===== src/common/rre_regs.vh =====
`ifndef RRE_REGS_VH
`define RRE_REGS_VH

// Opcode patterns, compared against the upper instruction bits.
`define RRE_OP_IRQ_RET_HI 15'h0008
`define RRE_OP_RETURN_HI 15'h0009
`define RRE_OP_LIT_RET_HI 8'h0C
`define RRE_OP_ROT_CARRY_HI 6'h0D

// Instruction field positions.
`define RRE_BIT_SHADOW 0
`define RRE_BIT_ACCESS 8
`define RRE_BIT_DEST 9

// Status register bit positions.
`define RRE_ST_C 0
`define RRE_ST_Z 2
`define RRE_ST_N 4

// Phase codes of the four-phase instruction cycle.
`define RRE_Q1 2'h0
`define RRE_Q2 2'h1
`define RRE_Q3 2'h2
`define RRE_Q4 2'h3

// Return stack geometry and access bank split.
`define RRE_STACK_DEPTH 31
`define RRE_SP_EMPTY 5'h00
`define RRE_SP_FULL 5'h1F
`define RRE_ACCESS_SPLIT 8'h60
`define RRE_ACCESS_LOW_BANK 4'h0
`define RRE_ACCESS_HIGH_BANK 4'hF

// Reset values and program counter step.
`define RRE_RST_PC 21'h000000
`define RRE_RST_BYTE 8'h00
`define RRE_RST_BANK 4'h0
`define RRE_RST_STATUS 5'h00
`define RRE_PC_STEP 21'h000002

`endif


===== src/design/rre_exec.v =====
`timescale 1ns/1ps
`include "rre_regs.vh"

// Behaviour
// - Return-from-interrupt pops stack top into counter.
// - Return-from-interrupt sets high or low enable.
// - Shadow flag set restores accumulator, status, bank.
// - Return-with-literal loads literal, no flags.
// - Return-with-literal pops stack, takes two cycles.
// - Returns never touch counter high/upper latches.
// - Return-from-subroutine pops stack into counter.
// - Subroutine shadow flag set restores three registers.
// - Rotate left through carry, update C N Z.
// - Dest bit picks accumulator/file, access picks bank.
module rre_exec (
    input wire clk,
    input wire resetn,
    input wire instr_valid,
    input wire [15:0] instr,
    input wire [7:0] file_rdata,
    input wire push_valid,
    input wire [20:0] push_addr,
    input wire [7:0] accumulator_shadow,
    input wire [4:0] status_shadow,
    input wire [3:0] bank_select_shadow,
    input wire irq_level_low,
    input wire latch_wr,
    input wire latch_sel_upper,
    input wire [7:0] latch_wdata,
    output reg [1:0] q_phase,
    output reg [20:0] pc,
    output reg [7:0] accumulator,
    output reg [4:0] status,
    output reg [3:0] bank_select_register,
    output reg global_irq_enable_high,
    output reg peripheral_irq_enable_low,
    output reg [7:0] pc_latch_high,
    output reg [4:0] pc_latch_upper,
    output reg [4:0] stack_ptr,
    output reg bubble,
    output reg [11:0] file_addr,
    output reg [7:0] file_wdata,
    output reg file_we
);

    // Decoded instruction held for the whole instruction cycle.
    reg [15:0] op;
    reg op_valid;
    reg [7:0] file_value;
    reg [20:0] stack_mem [0:`RRE_STACK_DEPTH-1];

    // Opcode decode of the held word. Any other opcode only lets the
    // counter step, which keeps a stray word harmless.
    wire is_irq_ret = op_valid && (op[15:1] == `RRE_OP_IRQ_RET_HI);
    wire is_return = op_valid && (op[15:1] == `RRE_OP_RETURN_HI);
    wire is_lit_ret = op_valid && (op[15:8] == `RRE_OP_LIT_RET_HI);
    wire is_rot_carry = op_valid && (op[15:10] == `RRE_OP_ROT_CARRY_HI);
    wire is_ret = is_irq_ret || is_return || is_lit_ret;
    // The shadow flag shares bit 0 with the literal, so only the two
    // returns that define it may honour it.
    wire shadow_flag = op[`RRE_BIT_SHADOW];
    wire dest_file = op[`RRE_BIT_DEST];

    // Stack top is the entry below the pointer; an empty stack reads zero.
    wire [4:0] top_index = stack_ptr - 5'h01;
    wire [20:0] stack_top = (stack_ptr == `RRE_SP_EMPTY) ? `RRE_RST_PC : stack_mem[top_index];

    // Rotate result uses the file value captured in the read phase.
    wire [7:0] rot_result = {file_value[6:0], status[`RRE_ST_C]};
    wire rot_carry = file_value[7];

    // Free-running phase counter; one instruction cycle is four clocks.
    // It is never held, so every phase decision can rely on a fixed cadence.
    always @(posedge clk or negedge resetn) begin
        if (!resetn) begin
            q_phase <= `RRE_Q1;
        end else begin
            q_phase <= q_phase + 2'h1;
        end
    end

    // Instruction capture at the first phase. A word offered during the
    // bubble was fetched from the old stream and is thrown away.
    always @(posedge clk or negedge resetn) begin
        if (!resetn) begin
            op <= 16'h0000;
            op_valid <= 1'b0;
        end else if (q_phase == `RRE_Q1) begin
            op <= instr;
            op_valid <= instr_valid && !bubble;
        end
    end

    // Bubble covers the instruction cycle right after any return.
    // Holding it a full cycle keeps capture and counter quiet while fetch refills.
    always @(posedge clk or negedge resetn) begin
        if (!resetn) begin
            bubble <= 1'b0;
        end else if (q_phase == `RRE_Q4) begin
            bubble <= is_ret;
        end
    end

    // File register access: bank comes from the access bank split or the
    // bank-select register, and the operand is sampled in the read phase.
    always @(posedge clk or negedge resetn) begin
        if (!resetn) begin
            file_addr <= 12'h000;
            file_value <= `RRE_RST_BYTE;
        end else begin
            if (q_phase == `RRE_Q1) begin
                if (instr[`RRE_BIT_ACCESS]) begin
                    file_addr <= {bank_select_register, instr[7:0]};
                end else if (instr[7:0] >= `RRE_ACCESS_SPLIT) begin
                    file_addr <= {`RRE_ACCESS_HIGH_BANK, instr[7:0]};
                end else begin
                    file_addr <= {`RRE_ACCESS_LOW_BANK, instr[7:0]};
                end
            end
            if (q_phase == `RRE_Q2) begin
                file_value <= file_rdata;
            end
        end
    end

    // The file write strobe is raised so it stands exactly in the last phase.
    always @(posedge clk or negedge resetn) begin
        if (!resetn) begin
            file_we <= 1'b0;
            file_wdata <= `RRE_RST_BYTE;
        end else begin
            file_we <= (q_phase == `RRE_Q3) && is_rot_carry && dest_file;
            if (q_phase == `RRE_Q3) begin
                file_wdata <= rot_result;
            end
        end
    end

    // Stack storage: pushes come from the call logic outside. A pop in the
    // same clock wins, and the push offered in that clock is dropped.
    always @(posedge clk) begin
        if (push_valid && !(q_phase == `RRE_Q4 && is_ret) && stack_ptr != `RRE_SP_FULL) begin
            stack_mem[stack_ptr] <= push_addr;
        end
    end

    // Stack pointer and program counter.
    always @(posedge clk or negedge resetn) begin
        if (!resetn) begin
            stack_ptr <= `RRE_SP_EMPTY;
            pc <= `RRE_RST_PC;
        end else if (q_phase == `RRE_Q4 && is_ret) begin
            pc <= stack_top;
            // An empty stack pops as zero and the pointer does not wrap.
            if (stack_ptr != `RRE_SP_EMPTY) begin
                stack_ptr <= top_index;
            end
        end else begin
            if (push_valid && stack_ptr != `RRE_SP_FULL) begin
                stack_ptr <= stack_ptr + 5'h01;
            end
            if (q_phase == `RRE_Q4 && !bubble) begin
                pc <= pc + `RRE_PC_STEP;
            end
        end
    end

    // Working registers. Only the rotate computes flags; returns restore
    // from shadows only when the shadow flag is set.
    always @(posedge clk or negedge resetn) begin
        if (!resetn) begin
            accumulator <= `RRE_RST_BYTE;
            status <= `RRE_RST_STATUS;
            bank_select_register <= `RRE_RST_BANK;
        end else if (q_phase == `RRE_Q4) begin
            if ((is_irq_ret || is_return) && shadow_flag) begin
                accumulator <= accumulator_shadow;
                status <= status_shadow;
                bank_select_register <= bank_select_shadow;
            end else if (is_lit_ret) begin
                accumulator <= op[7:0];
            end else if (is_rot_carry) begin
                if (!dest_file) begin
                    accumulator <= rot_result;
                end
                status[`RRE_ST_C] <= rot_carry;
                status[`RRE_ST_Z] <= (rot_result == 8'h00);
                status[`RRE_ST_N] <= rot_result[7];
            end
        end
    end

    // Interrupt enables: set on interrupt return only, by priority level.
    // Nothing here clears them; that belongs to the interrupt entry logic.
    always @(posedge clk or negedge resetn) begin
        if (!resetn) begin
            global_irq_enable_high <= 1'b0;
            peripheral_irq_enable_low <= 1'b0;
        end else if (q_phase == `RRE_Q4 && is_irq_ret) begin
            if (irq_level_low) begin
                peripheral_irq_enable_low <= 1'b1;
            end else begin
                global_irq_enable_high <= 1'b1;
            end
        end
    end

    // Counter latches change only through their own write port, so a
    // return never disturbs them.
    always @(posedge clk or negedge resetn) begin
        if (!resetn) begin
            pc_latch_high <= `RRE_RST_BYTE;
            pc_latch_upper <= 5'h00;
        end else if (latch_wr) begin
            if (latch_sel_upper) begin
                pc_latch_upper <= latch_wdata[4:0];
            end else begin
                pc_latch_high <= latch_wdata;
            end
        end
    end

endmodule // rre_exec


===== config.mk =====
export PLATFORM = sky130hd
export DESIGN_NAME = rre_exec
export DESIGN_NICKNAME = d
export VERILOG_FILES = /design/src/design/rre_exec.v
export VERILOG_INCLUDE_DIRS = /design/src /design/src/common
export SDC_FILE = /design/constraint.sdc
export NUM_CORES = 1
export LEC_CHECK = 0
export BUFFER_PORTS_ARGS = -buffer_cell sky130_fd_sc_hd__clkbuf_2
export CAP_MARGIN = 10
export CORE_ASPECT_RATIO = 2
export CORE_MARGIN = 1.5
export CORE_UTILIZATION = 54
export CTS_BUF_LIST = sky130_fd_sc_hd__clkbuf_8
export DETAILED_ROUTE_END_ITERATION = 8
export PLACE_DENSITY = 0.82
export SYNTH_ARGS = -nofsm -noshare
export SYNTH_HDL_FRONTEND = slang
export SYNTH_SLANG_ARGS = --single-unit

===== constraint.sdc =====
create_clock -name clk -period 6.5 [get_ports clk]
set_input_delay 1.95 -clock clk [delete_from_list [all_inputs] [get_ports clk]]
set_output_delay 1.95 -clock clk [all_outputs]
set_load 0.005 [all_outputs]

==> summary.md <==
| Metric | Value |
|---|---|
| Placed Instances | approximately 2500 |
| M1 WL | approximately 23 mm |
| Gr usage total | 24.37% |
| Cells along the critical path | clkinv_1, buf_4, ha_1, xor2_4, buf_4, mux4_2, nand2_1, nand3_1, and4_1, or3_1 |
| Filler cells | between 3000 and 4000 |
| Final GP Congestion | about 0.88 |
| Static leakage | between 10 and 15 nW |
| Clock Sinks | 750 |
| CP max-delay cell | dfrtp_4 |
| Total CTS buffers | 94 |
| Number of synthesized flops with an enable pin | around 650 |
| Setup crit start kind | flop |
| Synth Register Bits | 750 |
| CTS tree | built |
| Final setup violation count | 0 |
| Top-Level Pins | between 150 and 200 |
| Die area | 57390 sq um |
| Final Slew Violations | 0 |
| Slew @ Worst Pin | between 1 and 1.5 ns |
| Worst path most repeated cell | buf_4 |
| Hold_buf cts | 0 |
| DR vias/cell | 6.169 |
| Highest clock rate | 0.2232 GHz |
| Yosys warns | 0 |
| Relative slew margins | between 10% and 20% |
| Critical path fanouts, max | 42 |
| Largest net degree at the start of global routing | between 100 and 150 |
| FF+latch area | 22030 sq um |
| Die Ht | 337.3 um |
| Crit end category | flop |
| Uppermost layer routed | met4 |
| Effective utilization at floorplan | 54.61% |
| Final Skew | ~0.043 ns |
| Initial antenna violation count | 1 |
| DR WL met3 | between 4 and 5 mm |
| Commonest non-fill, non-tap cell in the layout | edfxtp_1 |
| Mapped Cells | ~1700 |
| Routed len/inst | between 20 and 30 um |
| Critical path data required time | around 7 ns |
| Unrepaired setup endpoints after global routing | no |
| Root buffer cell | clkbuf_8 |
| Vias in the first global route | approximately 17000 |
| Chip width | between 150 and 200 um |
| Post-DP HPWL | ~45 mm |
| Crit path largest cell delay | 0.95 ns |
| Min cycle time layout | 4.480 ns |
| Final worst path period share | 68.92% |
| R2R cell count | 10 |
| Commonest non-fill, non-tap cells in the layout | edfxtp_1, clkbuf_2, nand2_1 |
| First-pass DRT Iterations | 5 |
| Critical path class | flop to flop |
| Pwr dens | 418.3 nW/um^2 |
| Origin of the worst setup path | stack_ptr[0] |
| Max Root-Sink Buffers | 3 |
| Hold violation total from the final report | 0 |
| TNS Setup | 0 ns |
| Worst Hold Class | flop to flop |
| Clk_lat worst skew | 0.70 ns |
| HP Start | peripheral_irq_enable_low |
| Max Cap Violations | 0 |
| Core Area | between 50000 and 60000 sq um |
| Maximum vdd drop | 0.3663 mV |
| Via count | 16600 |
| Final WL | around 68 mm |
| Seq/Total Area, Yosys | 72.99% |
| First-pass GRT wire length | 102.6 mm |
| Initial DRC Count | approximately 1400 |
| Total Power | between 0.01 and 0.015 W |
| H-tree Lvls | 3 |
| FFs w/ async S/R, synth | a little over an eighth |
| Hold depth | 1 |
| Layout cell share with drive strength beyond 1 | 29.75% |
| Setup Fix Bufs, Post-CTS | 0 |
| DRC errors left | 0 |
| Post-cts sizing count | 0 |
| Post-DRT Antenna Nets | 0 |
| Distinct cells, synth | about 70 |
| Synthesis-to-layout area growth | 11.68% |
| Port Buffers | 158 |
| Final nets | 1961 |
| Mapped Area | approximately 30000 sq um |
| Met2 WL | 37.55 mm |
| Synthesized Nets | ~1800 |
| Area taken by multi-input logic gates | about 7600 sq um |
| Clock transition at the registers of the reported paths | roughly 0.070 ns |
| Syn Area/Cell | roughly 18 sq um |
| Final Instance Count excl. Fillers | between 2000 and 3000 |
| Reg2reg start | stack_ptr[0] |
| Grt total ovfl | 0 |
| Post-synth top flop | edfxtp_1 |
| Std cell rows | about 120 |
| CP Data Arrival Time | 5.06 ns |
| Outcome | finished clean |
[registers in the layout, summed over array words and instances, names as in the netlist]
| signal | flops |
|---|---|
| stack_ptr | 5 |
| accumulator | 8 |
| op | 16 |
| pc | 21 |
| file_addr | 4 |
| pc_latch_upper | 5 |
| file_value | 8 |
| file_wdata | 8 |
| stack_mem | 651 |
| op_valid | 1 |
| bank_select_register | 4 |
| status | 5 |
| peripheral_irq_enable_low | 1 |
| pc_latch_high | 8 |
| q_phase | 2 |
| bubble | 1 |
| global_irq_enable_high | 1 |
| file_we | 1 |
[power by group]
| part | total, W | switching, W | internal (W) |
|---|---|---|---|
| logic | 0.00489 | 0.00289 | 0.00200 |
| clock network | 0.00337 | 0.00164 | 0.00173 |
| registers | 0.00583 | 0.000256 | 0.00557 |
[worst max-delay path: cells and delay by family, from the launching register on]
family / cells / cell delay [ns]
adder cells (fa/ha/maj): 1 / 0.52
AND/OR/NAND/NOR: 4 / 0.70
buffers and inverters: 3 / 0.91
multiplexers: 1 / 0.54
flip-flops: 1 / 0.95
XOR/XNOR: 1 / 0.72
[area by class of cell]
type / count / area share, %
flip-flops and latches: 750 / 65.37
diodes: 1 / 0.007426
repair buffers: 200 / 3.631
clock buffers: 99 / 4.043
clock inverters: 70 / 1.500
inverters: 14 / 0.1559
multi-input cells: 813 / 22.53
well taps: 744 / 2.762
[cells in the mapped netlist (all sizes together), types with 3 or more instances]
cell type / n / area (sq um)
edfxtp: 651 / 19550
nand2: 147 / 559.3
mux4: 145 / 3277
dfrtp: 99 / 2477
nor2: 86 / 325.3
buf: 67 / 491.7
mux2: 64 / 720.7
nand3: 61 / 310.3
a21oi: 56 / 291.5
o21ai: 50 / 250.2
mux2i: 38 / 380.4
clkbuf: 29 / 110.1
nand4: 15 / 93.84
inv: 12 / 45.04
ha: 11 / 137.6
nor2b: 10 / 62.56
nor3b: 9 / 72.57
a32oi: 8 / 70.07
and3: 8 / 50.05
nor4: 8 / 65.06
o211ai: 7 / 52.55
xnor2: 7 / 61.31
a311o: 6 / 60.06
and4: 6 / 52.55
or3: 6 / 42.54
nor3: 5 / 30.03
a211oi: 4 / 30.03
a21boi: 4 / 30.03
a31o: 4 / 35.03
a31oi: 4 / 25.02
a41o: 4 / 41.29
o21bai: 4 / 30.03
o22ai: 4 / 25.02
xor2: 4 / 53.81
nand3b: 3 / 22.52
o21a: 3 / 22.52
[per-layer routing]
metal,vias to the layer above,GRT usage (%)
li1,7037,-
met4,0,14.76
met3,203,4.261
met5,-,0
met2,885,44.68
met1,8477,25.87
[cell families (layout without fill, tap and decap cells)]
group,count (synthesis),count (layout),share of synthesized area (%)
xor+xnor,11,11,0.3815
simple gates,371,371,5.780
flops,750,750,72.99
compound gates,173,173,3.711
buf+inv,110,383,2.169
fa+ha+maj,11,11,0.4561
mux,247,247,14.51
other cells,0,1,0
[worst paths after layout]
| path | endpoint | slack, ns |
|---|---|---|
| hold / removal | peripheral_irq_enable_low | 0.48 |
| max in group asynchronous | pc[6] | 4.14 |
| setup reg to reg | pc[15] | 2.02 |
| min in group asynchronous | op[10] | 1.28 |
| hold reg to reg | peripheral_irq_enable_low | 0.48 |
| setup / recovery | pc[15] | 2.02 |
[per-stage QoR]
step / hold slack (ns) / instance area (sq um) / util, % / setup slack [ns]
after CTS: 0.4850 / 33550 / 60.72 / 1.998
after detailed placement: 0.4689 / 31690 / 57.34 / 1.982
after global placement: 0.4607 / 31690 / 57.34 / 1.970
after floorplan: 0.4678 / 30180 / - / 2.662
after global routing: 0.4982 / 33700 / 60.99 / 1.699
final: 0.4771 / 33700 / 60.99 / 2.020
Note: power is estimated with default switching activity, not from simulation.
